## config.mk

```make
export PLATFORM = sky130hd
export DESIGN_NAME = rxcfg_regs
export DESIGN_NICKNAME = d
export VERILOG_FILES = /design/src/rtl/rxcfg_pkg.sv /design/src/rtl/rxcfg_byte_reg.sv /design/src/rtl/rxcfg_regs.sv
export SDC_FILE = /design/constraint.sdc
export NUM_CORES = 1
export LEC_CHECK = 0
export ABC_AREA = 1
export BUFFER_PORTS_ARGS = -buffer_cell sky130_fd_sc_hd__buf_2
export CORE_ASPECT_RATIO = 1.1
export CORE_MARGIN = 4
export CORE_UTILIZATION = 50
export DETAILED_ROUTE_END_ITERATION = 6
export GPL_TIMING_DRIVEN = 0
export PLACE_DENSITY = 0.72
export SLEW_MARGIN = 15
export SYNTH_ARGS = -nofsm -noshare
export SYNTH_HDL_FRONTEND = slang
export SYNTH_SLANG_ARGS = --single-unit
```

## constraint.sdc

```tcl
create_clock -name CLK_I -period 2.47 [get_ports CLK_I]
set_clock_uncertainty 0.1 [all_clocks]
set_input_delay 0 -clock CLK_I [delete_from_list [all_inputs] [get_ports CLK_I]]
set_output_delay 0 -clock CLK_I [all_outputs]
set_load 0.05 [all_outputs]
```

## src/rtl/rxcfg_pkg.sv

```systemverilog
// Receive lane configuration register bank: offsets, field positions,
// reset values and write masks.
// Assumes an 8-bit register port fed by the serial control decoder.
package rxcfg_pkg;

  ////////////////////////////////////////////////////////////////////////////
  // Geometry
  localparam int NUM_LANES = 12;
  localparam int LANES_PER_GROUP = 6;
  localparam int ADDR_W = 8;
  localparam int DATA_W = 8;
  localparam int CODE_W = 4;
  localparam int NUM_REGS = 20;
  localparam int IDX_W = 5;

  ////////////////////////////////////////////////////////////////////////////
  // Register offsets
  localparam logic [7:0] OFS_POL_SWAP_LOW = 8'h08;
  localparam logic [7:0] OFS_POL_SWAP_HIGH = 8'h09;
  localparam logic [7:0] OFS_EQ_LANE0 = 8'h80;
  localparam logic [7:0] OFS_EQ_LANE5 = 8'h85;
  localparam logic [7:0] OFS_RX_EN_LOW = 8'h86;
  localparam logic [7:0] OFS_EQ_EN_LOW = 8'h87;
  localparam logic [7:0] OFS_EQ_LANE6 = 8'h90;
  localparam logic [7:0] OFS_EQ_LANE11 = 8'h95;
  localparam logic [7:0] OFS_RX_EN_HIGH = 8'h96;
  localparam logic [7:0] OFS_EQ_EN_HIGH = 8'h97;
  localparam logic [7:0] OFS_CAL_EN_LOW = 8'hA0;
  localparam logic [7:0] OFS_CAL_EN_HIGH = 8'hA8;

  ////////////////////////////////////////////////////////////////////////////
  // Storage indices (0..11 are the per-lane equaliser bytes)
  localparam logic [4:0] IDX_EQ_LANE0 = 5'h00;
  localparam logic [4:0] IDX_EQ_LANE6 = 5'h06;
  localparam logic [4:0] IDX_POL_LOW = 5'h0C;
  localparam logic [4:0] IDX_POL_HIGH = 5'h0D;
  localparam logic [4:0] IDX_RX_EN_LOW = 5'h0E;
  localparam logic [4:0] IDX_RX_EN_HIGH = 5'h0F;
  localparam logic [4:0] IDX_EQ_EN_LOW = 5'h10;
  localparam logic [4:0] IDX_EQ_EN_HIGH = 5'h11;
  localparam logic [4:0] IDX_CAL_EN_LOW = 5'h12;
  localparam logic [4:0] IDX_CAL_EN_HIGH = 5'h13;

  ////////////////////////////////////////////////////////////////////////////
  // Fields, masks and reset values
  localparam int ACTIVE_LSB = 0;
  localparam int PASSIVE_LSB = 4;
  localparam int POL_LOW_LANES = 8;
  localparam logic [7:0] MASK_FULL = 8'hFF;
  localparam logic [7:0] MASK_POL_HIGH = 8'h0F;
  localparam logic [7:0] MASK_GROUP = 8'h3F;
  localparam logic [7:0] RST_EQ = 8'h00;
  localparam logic [7:0] RST_POL = 8'h00;
  localparam logic [7:0] RST_ENABLE = 8'h00;
  localparam logic [7:0] RD_UNMAPPED = 8'h00;

endpackage : rxcfg_pkg

```

## src/rtl/rxcfg_byte_reg.sv

```systemverilog
// One masked read/write configuration byte.
// Assumes a single-cycle write strobe; masked bits always read zero.
`timescale 1ns/1ns
`default_nettype none

module rxcfg_byte_reg #(
  parameter logic [7:0] WR_MASK = 8'hFF,
  parameter logic [7:0] RST_VAL = 8'h00
) (
  // Clock and reset
  input wire logic CLK_I,
  input wire logic NRST_I,
  // Write side
  input wire logic wr_en_i,
  input wire logic [7:0] wr_data_i,
  // Stored value
  output logic [7:0] value_o
);

  typedef struct packed {
    logic [7:0] value;
  } rxcfg_byte_state_type;

  rxcfg_byte_state_type state_q;
  rxcfg_byte_state_type state_d;

  if ((RST_VAL & ~WR_MASK) != 8'h00) begin : g_bad_reset
    $error("rxcfg_byte_reg: reset value sets masked bits");
  end

  always_comb begin
    state_d = state_q;
    if (wr_en_i) begin
      state_d.value = wr_data_i & WR_MASK;
    end
  end

  always_ff @(posedge CLK_I) begin
    if (!NRST_I) begin
      state_q <= '{value: RST_VAL};
    end else begin
      state_q <= state_d;
    end
  end

  assign value_o = state_q.value;

endmodule : rxcfg_byte_reg
`default_nettype wire

```

## src/rtl/rxcfg_regs.sv

```systemverilog
// Receive lane configuration register bank for a twelve-lane switch:
// equaliser codes, polarity swap and grouped enables per lane.
// Assumes the serial control decoder (I2C or SPI, chosen by its own
// select pin) presents byte accesses on the register port, one per cycle.
`timescale 1ns/1ns
`default_nettype none

module rxcfg_regs #(
  parameter int NUM_LANES = rxcfg_pkg::NUM_LANES
) (
  // Clock and reset
  input wire logic CLK_I,
  input wire logic NRST_I,
  // Register port from the serial control decoder
  input wire logic [7:0] ADDR_I,
  input wire logic WR_EN_I,
  input wire logic [7:0] WR_DATA_I,
  input wire logic RD_EN_I,
  // Read answer
  output logic [7:0] RD_DATA_O,
  output logic RD_VALID_O,
  output logic ACC_ERR_O,
  // Per-lane equaliser codes, lane n at [4n+3:4n]
  output logic [47:0] RX_ACTIVE_STAGE_CODE_O,
  output logic [47:0] RX_PASSIVE_STAGE_CODE_O,
  // Per-lane controls, lane n at bit n
  output logic [11:0] RX_POL_SWAP_O,
  output logic [11:0] RX_ENABLE_O,
  output logic [11:0] RX_EQ_ENABLE_O,
  output logic [11:0] RX_OFFSET_CAL_EN_O
);

  ////////////////////////////////////////////////////////////////////////////
  // Elaboration checks

  if (NUM_LANES != 2 * rxcfg_pkg::LANES_PER_GROUP) begin : g_bad_lanes
    $error("rxcfg_regs: register map serves exactly twelve lanes");
  end

  ////////////////////////////////////////////////////////////////////////////
  // State

  typedef struct packed {
    logic [7:0] rd_data;
    logic rd_valid;
    logic acc_err;
    logic [47:0] active_code;
    logic [47:0] passive_code;
    logic [11:0] pol_swap;
    logic [11:0] rx_en;
    logic [11:0] eq_en;
    logic [11:0] cal_en;
  } rxcfg_state_type;

  rxcfg_state_type state_q;
  rxcfg_state_type state_d;

  localparam rxcfg_state_type STATE_RST = '{
    rd_data: 8'h00,
    rd_valid: 1'b0,
    acc_err: 1'b0,
    active_code: 48'h0000_0000_0000,
    passive_code: 48'h0000_0000_0000,
    pol_swap: 12'h000,
    rx_en: 12'h000,
    eq_en: 12'h000,
    cal_en: 12'h000
  };

  ////////////////////////////////////////////////////////////////////////////
  // Address decode

  logic hit;
  logic [4:0] hit_idx;

  always_comb begin
    hit = 1'b1;
    hit_idx = 5'h00;
    if (ADDR_I >= rxcfg_pkg::OFS_EQ_LANE0 && ADDR_I <= rxcfg_pkg::OFS_EQ_LANE5) begin
      hit_idx = rxcfg_pkg::IDX_EQ_LANE0 + 5'(ADDR_I - rxcfg_pkg::OFS_EQ_LANE0);
    end else if (ADDR_I >= rxcfg_pkg::OFS_EQ_LANE6
                 && ADDR_I <= rxcfg_pkg::OFS_EQ_LANE11) begin
      hit_idx = rxcfg_pkg::IDX_EQ_LANE6 + 5'(ADDR_I - rxcfg_pkg::OFS_EQ_LANE6);
    end else if (ADDR_I == rxcfg_pkg::OFS_POL_SWAP_LOW) begin
      hit_idx = rxcfg_pkg::IDX_POL_LOW;
    end else if (ADDR_I == rxcfg_pkg::OFS_POL_SWAP_HIGH) begin
      hit_idx = rxcfg_pkg::IDX_POL_HIGH;
    end else if (ADDR_I == rxcfg_pkg::OFS_RX_EN_LOW) begin
      hit_idx = rxcfg_pkg::IDX_RX_EN_LOW;
    end else if (ADDR_I == rxcfg_pkg::OFS_RX_EN_HIGH) begin
      hit_idx = rxcfg_pkg::IDX_RX_EN_HIGH;
    end else if (ADDR_I == rxcfg_pkg::OFS_EQ_EN_LOW) begin
      hit_idx = rxcfg_pkg::IDX_EQ_EN_LOW;
    end else if (ADDR_I == rxcfg_pkg::OFS_EQ_EN_HIGH) begin
      hit_idx = rxcfg_pkg::IDX_EQ_EN_HIGH;
    end else if (ADDR_I == rxcfg_pkg::OFS_CAL_EN_LOW) begin
      hit_idx = rxcfg_pkg::IDX_CAL_EN_LOW;
    end else if (ADDR_I == rxcfg_pkg::OFS_CAL_EN_HIGH) begin
      hit_idx = rxcfg_pkg::IDX_CAL_EN_HIGH;
    end else begin
      hit = 1'b0;
    end
  end

  ////////////////////////////////////////////////////////////////////////////
  // Storage

  logic [rxcfg_pkg::NUM_REGS-1:0][7:0] reg_val;

  // Write masks per index; grouped enables keep only six bits
  function automatic logic [7:0] wr_mask(input int idx);
    logic [7:0] m;
    m = rxcfg_pkg::MASK_FULL;
    if (idx == int'(rxcfg_pkg::IDX_POL_HIGH)) begin
      m = rxcfg_pkg::MASK_POL_HIGH;
    end else if (idx >= int'(rxcfg_pkg::IDX_RX_EN_LOW)) begin
      m = rxcfg_pkg::MASK_GROUP;
    end
    return m;
  endfunction : wr_mask

  function automatic logic [7:0] rst_val(input int idx);
    logic [7:0] v;
    v = rxcfg_pkg::RST_EQ;
    if (idx == int'(rxcfg_pkg::IDX_POL_LOW) || idx == int'(rxcfg_pkg::IDX_POL_HIGH)) begin
      v = rxcfg_pkg::RST_POL;
    end else if (idx >= int'(rxcfg_pkg::IDX_RX_EN_LOW)) begin
      v = rxcfg_pkg::RST_ENABLE;
    end
    return v;
  endfunction : rst_val

  genvar gi;
  generate
    for (gi = 0; gi < rxcfg_pkg::NUM_REGS; gi++) begin : g_reg
      logic wr_this;
      // Host write lands on decoded byte
      assign wr_this = WR_EN_I && hit && (hit_idx == 5'(gi));
      rxcfg_byte_reg #(
        .WR_MASK(wr_mask(gi)),
        .RST_VAL(rst_val(gi))
      ) u_byte (
        .CLK_I(CLK_I),
        .NRST_I(NRST_I),
        .wr_en_i(wr_this),
        .wr_data_i(WR_DATA_I),
        .value_o(reg_val[gi])
      );
    end
  endgenerate

  ////////////////////////////////////////////////////////////////////////////
  // Per-lane fan-out

  logic [47:0] active_code_c;
  logic [47:0] passive_code_c;
  logic [11:0] pol_swap_c;
  logic [11:0] rx_en_c;
  logic [11:0] eq_en_c;
  logic [11:0] cal_en_c;

  genvar gl;
  generate
    for (gl = 0; gl < rxcfg_pkg::NUM_LANES; gl++) begin : g_lane
      localparam int GRP_HI = (gl >= rxcfg_pkg::LANES_PER_GROUP) ? 1 : 0;
      localparam int GBIT = gl - GRP_HI * rxcfg_pkg::LANES_PER_GROUP;
      localparam int PHI = (gl >= rxcfg_pkg::POL_LOW_LANES) ? 1 : 0;
      localparam int PBIT = gl - PHI * rxcfg_pkg::POL_LOW_LANES;
      assign active_code_c[gl*4 +: 4] =
        reg_val[gl][rxcfg_pkg::ACTIVE_LSB +: rxcfg_pkg::CODE_W];
      assign passive_code_c[gl*4 +: 4] =
        reg_val[gl][rxcfg_pkg::PASSIVE_LSB +: rxcfg_pkg::CODE_W];
      assign pol_swap_c[gl] = reg_val[int'(rxcfg_pkg::IDX_POL_LOW) + PHI][PBIT];
      // Bit n maps to lane n or n+6
      assign rx_en_c[gl] = reg_val[int'(rxcfg_pkg::IDX_RX_EN_LOW) + GRP_HI][GBIT];
      assign eq_en_c[gl] = reg_val[int'(rxcfg_pkg::IDX_EQ_EN_LOW) + GRP_HI][GBIT];
      assign cal_en_c[gl] = reg_val[int'(rxcfg_pkg::IDX_CAL_EN_LOW) + GRP_HI][GBIT];
    end
  endgenerate

  ////////////////////////////////////////////////////////////////////////////
  // Next state

  always_comb begin
    state_d = state_q;
    state_d.rd_valid = 1'b0;
    state_d.acc_err = 1'b0;
    if (RD_EN_I) begin
      state_d.rd_valid = 1'b1;
      state_d.rd_data = hit ? reg_val[hit_idx] : rxcfg_pkg::RD_UNMAPPED;
    end
    // Unmapped read or write flagged for one cycle
    if ((RD_EN_I || WR_EN_I) && !hit) begin
      state_d.acc_err = 1'b1;
    end
    state_d.active_code = active_code_c;
    state_d.passive_code = passive_code_c;
    state_d.pol_swap = pol_swap_c;
    state_d.rx_en = rx_en_c;
    state_d.eq_en = eq_en_c;
    state_d.cal_en = cal_en_c;
  end

  ////////////////////////////////////////////////////////////////////////////
  // Registers

  always_ff @(posedge CLK_I) begin
    if (!NRST_I) begin
      state_q <= STATE_RST;
    end else begin
      state_q <= state_d;
    end
  end

  ////////////////////////////////////////////////////////////////////////////
  // Outputs

  assign RD_DATA_O = state_q.rd_data;
  assign RD_VALID_O = state_q.rd_valid;
  assign ACC_ERR_O = state_q.acc_err;
  assign RX_ACTIVE_STAGE_CODE_O = state_q.active_code;
  assign RX_PASSIVE_STAGE_CODE_O = state_q.passive_code;
  assign RX_POL_SWAP_O = state_q.pol_swap;
  assign RX_ENABLE_O = state_q.rx_en;
  assign RX_EQ_ENABLE_O = state_q.eq_en;
  assign RX_OFFSET_CAL_EN_O = state_q.cal_en;

endmodule : rxcfg_regs
`default_nettype wire

```

### Word-level counts from Yosys, hierarchy flattened

Cells that the tools add are included.

* bits in registers: 298
* bits of input ports: 20
* word-level logic and storage cells: 116

* add/subtract/negate cells: 3
* order comparisons: 5
* equality and inequality tests: 27
* muxes and demuxes: 25
* reductions and logical operators: 27

Operators with widths (count)
* 5-bit two-way mux: 10
* 8-bit equality test, second input constant: 6
* 8-bit binary-select mux with 5-bit select: 1
* 5-bit by 4-bit equality test with 1-bit output, second input constant: 8
* 1-bit logical AND: 24
* 5-bit by 3-bit equality test with 1-bit output, second input constant: 4
* 5-bit equality test, second input constant: 4
* 8-bit by 4-bit equality test with 1-bit output, second input constant: 2
* 8-bit greater-or-equal comparator, second input constant: 2
* 8-bit less-or-equal comparator, second input constant: 2
* 8-bit two-way mux: 2
* 1-bit two-way mux: 12
* 5-bit by 2-bit equality test with 1-bit output, second input constant: 2
* 5-bit by 6-bit less-than comparator with 1-bit output, second input constant: 1
* 3-bit by 5-bit adder with 5-bit output, first input constant: 1
* 5-bit by 1-bit equality test with 1-bit output, second input constant: 1
* 5-bit zero test: 1
* 5-bit by 1-bit subtractor with 5-bit output, second input constant: 1
* 5-bit subtractor, second input constant: 1
* 1-bit zero test: 1
* 1-bit logical OR: 1

### Depth between registers and ports, before layout

* word-level depth: 14
* mapped depth: 20
* gate-level depth less buffers: 18

### Hierarchy

From an unflattened synthesis, not the netlist that was laid out.

* cell total of the unflattened synthesis: 2057
* area, all modules: 13601.8 µm²

By module, submodules not included
* rxcfg_regs: times used 1, cells an instance 1124, area an instance 7114.3 µm², sequential area each 3083.0 µm²
* rxcfg_byte_reg (g_reg[0].u_byte ...): times used 13, cells an instance 51, area an instance 356.6 µm², sequential area each 160.2 µm²
* rxcfg_byte_reg (g_reg[14].u_byte ...): times used 6, cells an instance 40, area an instance 275.3 µm², sequential area each 120.1 µm²
* rxcfg_byte_reg (g_reg[13].u_byte): times used 1, cells an instance 30, area an instance 200.2 µm², sequential area each 80.1 µm²

### Worst setup path after synthesis

OpenSTA, ideal clock, no wires.

* kind: input-to-reg
* start point: input port ADDR_I[3]
* end point: register g_reg[9].u_byte.state_q, in the netlist g_reg[9].u_byte.value_o[5]
* arrival: 1.736 ns
* required time: 2.237 ns
* path slack: 0.501 ns
* stages on the path: 15
* cell sequence: inv_1 > nand2_1 > nor2_1 > nand2_1 > nand2_1 > nand2_2 > o21ai_2 > inv_1 > nand2_1 > clkinv_1 > nand2_4 > nor2_4 > buf_2 > o21ai_0 > a21oi_1

* word-level cells in the longest chain between the ends: 13

RTL lines
* from (decl): RTL line rxcfg_regs.sv:15 `input wire logic [7:0] ADDR_I,`
* 8-bit equality test: RTL line rxcfg_regs.sv:98 `end else if (ADDR_I == rxcfg_pkg::OFS_CAL_EN_HIGH) begin`
* 5-bit two-way mux or 1-bit two-way mux (tied branches): RTL line rxcfg_regs.sv:98
* 5-bit two-way mux or 1-bit two-way mux (tied branches): RTL line rxcfg_regs.sv:96 `end else if (ADDR_I == rxcfg_pkg::OFS_CAL_EN_LOW) begin`
* 5-bit two-way mux or 1-bit two-way mux (tied branches): RTL line rxcfg_regs.sv:94 `end else if (ADDR_I == rxcfg_pkg::OFS_EQ_EN_HIGH) begin`
* 5-bit two-way mux or 1-bit two-way mux (tied branches): RTL line rxcfg_regs.sv:92 `end else if (ADDR_I == rxcfg_pkg::OFS_EQ_EN_LOW) begin`
* 5-bit two-way mux or 1-bit two-way mux (tied branches): RTL line rxcfg_regs.sv:90 `end else if (ADDR_I == rxcfg_pkg::OFS_RX_EN_HIGH) begin`
* 5-bit two-way mux or 1-bit two-way mux (tied branches): RTL line rxcfg_regs.sv:88 `end else if (ADDR_I == rxcfg_pkg::OFS_RX_EN_LOW) begin`
* 5-bit two-way mux or 1-bit two-way mux (tied branches): RTL line rxcfg_regs.sv:86 `end else if (ADDR_I == rxcfg_pkg::OFS_POL_SWAP_HIGH) begin`
* 5-bit two-way mux or 1-bit two-way mux (tied branches): RTL line rxcfg_regs.sv:84 `end else if (ADDR_I == rxcfg_pkg::OFS_POL_SWAP_LOW) begin`
* 5-bit two-way mux or 1-bit two-way mux (tied branches): RTL line rxcfg_regs.sv:81 `end else if (ADDR_I >= rxcfg_pkg::OFS_EQ_LANE6`
* 5-bit two-way mux or 1-bit two-way mux (tied branches): RTL line rxcfg_regs.sv:79 `if (ADDR_I >= rxcfg_pkg::OFS_EQ_LANE0 && ADDR_I <= rxcfg_pkg::OFS_EQ_LANE5) begin`
* 5-bit by 4-bit equality test with 1-bit output or 1-bit logical AND (tied branches): RTL line rxcfg_regs.sv:138 `assign wr_this = WR_EN_I && hit && (hit_idx == 5'(gi));`
* 1-bit logical AND *: RTL line rxcfg_regs.sv:138
* to (signal assigned): RTL line rxcfg_byte_reg.sv:40 `state_q <= '{value: RST_VAL};`
* to (signal assigned): RTL line rxcfg_byte_reg.sv:42 `state_q <= state_d;`
* to (decl): RTL line rxcfg_byte_reg.sv:24 `rxcfg_byte_state_type state_q;`

Mark *: on every way between the ends. The rest lies on a longest branch, timed or not.
A chain may end at the register's enable or synchronous reset.

### Final worst setup path

* start point: input port ADDR_I[3]
* end point: register g_reg[12].u_byte.state_q, in the netlist g_reg[12].u_byte.value_o[5]

* word-level cells in the longest chain between the ends: 13

RTL lines (RTL line)
* 8-bit equality test: rxcfg_regs.sv:98
* 5-bit two-way mux or 1-bit two-way mux (tied branches): rxcfg_regs.sv:98
* 5-bit two-way mux or 1-bit two-way mux (tied branches): rxcfg_regs.sv:96
* 5-bit two-way mux or 1-bit two-way mux (tied branches): rxcfg_regs.sv:94
* 5-bit two-way mux or 1-bit two-way mux (tied branches): rxcfg_regs.sv:92
* 5-bit two-way mux or 1-bit two-way mux (tied branches): rxcfg_regs.sv:90
* 5-bit two-way mux or 1-bit two-way mux (tied branches): rxcfg_regs.sv:88
* 5-bit two-way mux or 1-bit two-way mux (tied branches): rxcfg_regs.sv:86
* 5-bit two-way mux or 1-bit two-way mux (tied branches): rxcfg_regs.sv:84
* 5-bit two-way mux or 1-bit two-way mux (tied branches): rxcfg_regs.sv:81
* 5-bit two-way mux or 1-bit two-way mux (tied branches): rxcfg_regs.sv:79
* 5-bit by 4-bit equality test with 1-bit output or 1-bit logical AND (tied branches): rxcfg_regs.sv:138
* 1-bit logical AND *: rxcfg_regs.sv:138
* to (signal assigned): rxcfg_byte_reg.sv:40
* to (signal assigned): rxcfg_byte_reg.sv:42
* to (decl): rxcfg_byte_reg.sv:24

Marked as above.

==> impl_results.md <==
- Finished Cell Area: 13,800 um^2
- Std cell rows: 57
- H-tree levels: 1
- Synth unique cells: 32
- Filler cells: 1,998
- Sequential fraction of the synthesis area: 52.09%
- Total number of vias: 10,470
- Worst slew pin tran: 0.8902 ns
- Pwr/cell area: 732.8 nW/um^2
- Final nets: 1,767
- R2R cell count: 9
- # DRC: 0
- Top-count cell post-synth: nand2_1
- Place WS: -0.2667 ns
- # diodes: 0
- DPL Wire Length: 24,730 um
- Reg2reg start: g_reg[8].u_byte.value_o[4]$_SDFFE_PN0P_
- Starting density of the core: 51.30%
- Core ar.: 22,320 um^2
- Worst Setup Path Type: primary input to flip-flop
- Initial antenna violation count: 0
- Max Clock Freq: 449.5 MHz
- CTS tree: yes
- Leak: 7.287 nW
- Worst relative slew slack: between 40% and 50%
- Met2 Usage GRT: 43.99%
- Max-cap violations: 0
- Top post-synthesis cells by count: 454 x nand2_1, 298 x dfxtp_1, 241 x inv_1
- Worst IR Drop VDD: 0.5547 mV
- Total power: ~10 mW
- Die ar.: 25,390 um^2
- Postcts setup bufs: 0
- Area share of the largest cell type after synthesis: 52.09%
- Post-synth net total: 1,553
- Critical path origin: ADDR_I[3]
- Final Hold Viols: 0
- Finished Layout Cells: 2,061
- Status: finished clean
- Required @ worst endpoint: 2.84 ns
- CP Launch Type: primary input
- Met1 usage: approximately a third
- Post-synth top flop: dfxtp_1
- Synth-to-Final Area Change: 20.53%
- Synth Area per Inst: 7.475 um^2
- Detailed Routing Iterations Pass 1: 5
- Drt via density: 5.079
- Yosys warnings: 0
- Worst Path Max Fanout: 10
- Clk_lat worst skew: 0.55 ns
- Crit share post-route: 90.07%
- Die width: 152.3 um
- Overflow after GRT: 0
- Inst Count DP: 1,999
- Async set-reset flop share out of synthesis: 0%
- Overall Global Routing Usage: 26.08%
- Gpl congestion: between 0.9 and 1
- Synth top area cells: dfxtp_1 52%, nand2_1 15%, inv_1 7.9%
- Final Util: approximately three fifths
- Slew Viols, Final: 0
- # setup viols final: 0
- First-pass GRT wire length: 53,930 um
- Hold WC Path Type: primary input to flip-flop
- Share of layout cells above drive strength 1: 16.53%
- Fin crit period: 2.225 ns
- Die height: 166.7 um
- Largest net degree at the start of global routing: 16
- Worst hold slack: 0.03018 ns
- Mapped cell area: 11,450 um^2
- Root Driver: clkbuf_16
- Flip-flop and latch count after synthesis: a little under 300
- RSZ-0062 raised after global routing: false
- Final ANT Viol Nets: 0
- Area of the multi-input gates: 4172 um^2
- M3 GR Usage: 4.282%
- Post-detailed-routing wire length: 34,150 um
- Crit end category: flip-flop
- Setup TNS Final: 0 ns
- Mapped Cells: 1,532
- Final WS setup: 0.2452 ns
- Min-delay src: ADDR_I[3]
- Storage cell area: slightly below 6000 um^2
- Arrival time at the worst endpoint: 2.60 ns
- PortBufs: roughly 170
- WL/cell: 16.57 um
- Vias in the first global route: about 10,000
- CTS clk-pin slew, worst paths: 0.07 ns
- Clock buffer depth: 3
- Ports: 174
- Number of DRC markers in iteration 0: 847
- Post-synth EDFFs: 0
- Area leader, netlist: dfxtp_1
- # clock sinks: 298
- Placed Area: 12,680 um^2
- CTS buffer count: 28
- Hold Crit Depth: 6
- Top Usage Layer GRT: met2
## layout make-up
type                            instances  share of cell area [%]
Buffer                                 81                   2.638
Clock buffer                           39                   6.037
Clock inverter                         11                   1.197
Inverter                              254                   6.907
Multi-Input combinational cell        899                   30.22
Sequential cell                       298                   43.22
Tap cell                              295                   2.674
Timing Repair Buffer                  184                   7.107
## registers in the layout (all words and copies together), names as in the netlist
signal / count
RX_OFFSET_CAL_EN_O: 12
RX_ACTIVE_STAGE_CODE_O: 48
RX_ENABLE_O: 12
RD_DATA_O: 8
RX_PASSIVE_STAGE_CODE_O: 48
RX_EQ_ENABLE_O: 12
RD_VALID_O: 1
g.u_byte.value_o: 144
ACC_ERR_O: 1
RX_POL_SWAP_O: 12
## final timing paths
check	endpoint	slack, ns
min	g_reg[12].u_byte.value_o[2]$_SDFFE_PN0P_	0.03
max reg2reg	RD_DATA_O[4]$_SDFFE_PN0P_	0.96
max	g_reg[12].u_byte.value_o[5]$_SDFFE_PN0P_	0.25
min reg2reg	RX_ACTIVE_STAGE_CODE_O[9]$_SDFF_PN0_	0.32
## worst max-delay path, cell delays in order
cell and delay, ns:
buf_2 0.12, inv_1 0.10, nand2_1 0.14, o21ai_1 0.19
nand2_1 0.16, dlygate4sd3_1 0.62, nand2_2 0.10, nand2_2 0.10
nor2_8 0.22, nand2_2 0.12, nor3_4 0.32, buf_6 0.21
nor2_1 0.06, a211oi_2 0.13
## cell families (layout without fill, tap and decap cells)
logic type	Yosys count	in the layout	share of synthesized area (%)
compound gates	308	308	14.09
fa+ha+maj	1	1	0.1092
buf+inv	335	569	11.48
flops	298	298	52.09
simple gates	590	590	22.22
## what timing repair did
item                                    4_1_cts  5_1_grt
gates resized for setup                       0        1
endpoints found under the hold margin        95        0
hold buffers                                 12        0
endpoints found under the setup margin        0        1
## routing by layer
metal / up-vias / wire length, um
met1: 4709 / 14160
met2: 508 / 15890
met4: 0 / 1208
li1: 5161 / -
met5: - / 0
met3: 90 / 2890
## report_power, final
group          internal [mW]  total (mW)  switching, mW
registers               4.83        4.84         0.0146
clock network           2.77        4.61           1.84
logic                  0.166       0.665          0.499
total                   7.76        10.1           2.35
## placed cells by master (no fill, tap or decap), types with 6 or more instances in the layout
master and instances:
o21ai_0 144, clkbuf_1 54, nor2_1 44, clkbuf_16 29, clkbuf_8 7, a211oi_1 12, buf_2 193, nand4_1 6
a21oi_1 139, dfxtp_1 298, nand3b_1 30, nand2_1 454, dlygate4sd3_1 12, buf_4 6, nor2_2 7, inv_1 241
nor2_4 10, inv_2 10, nand3_1 24, nand2_2 6
(Power assumes the default switching activity.)
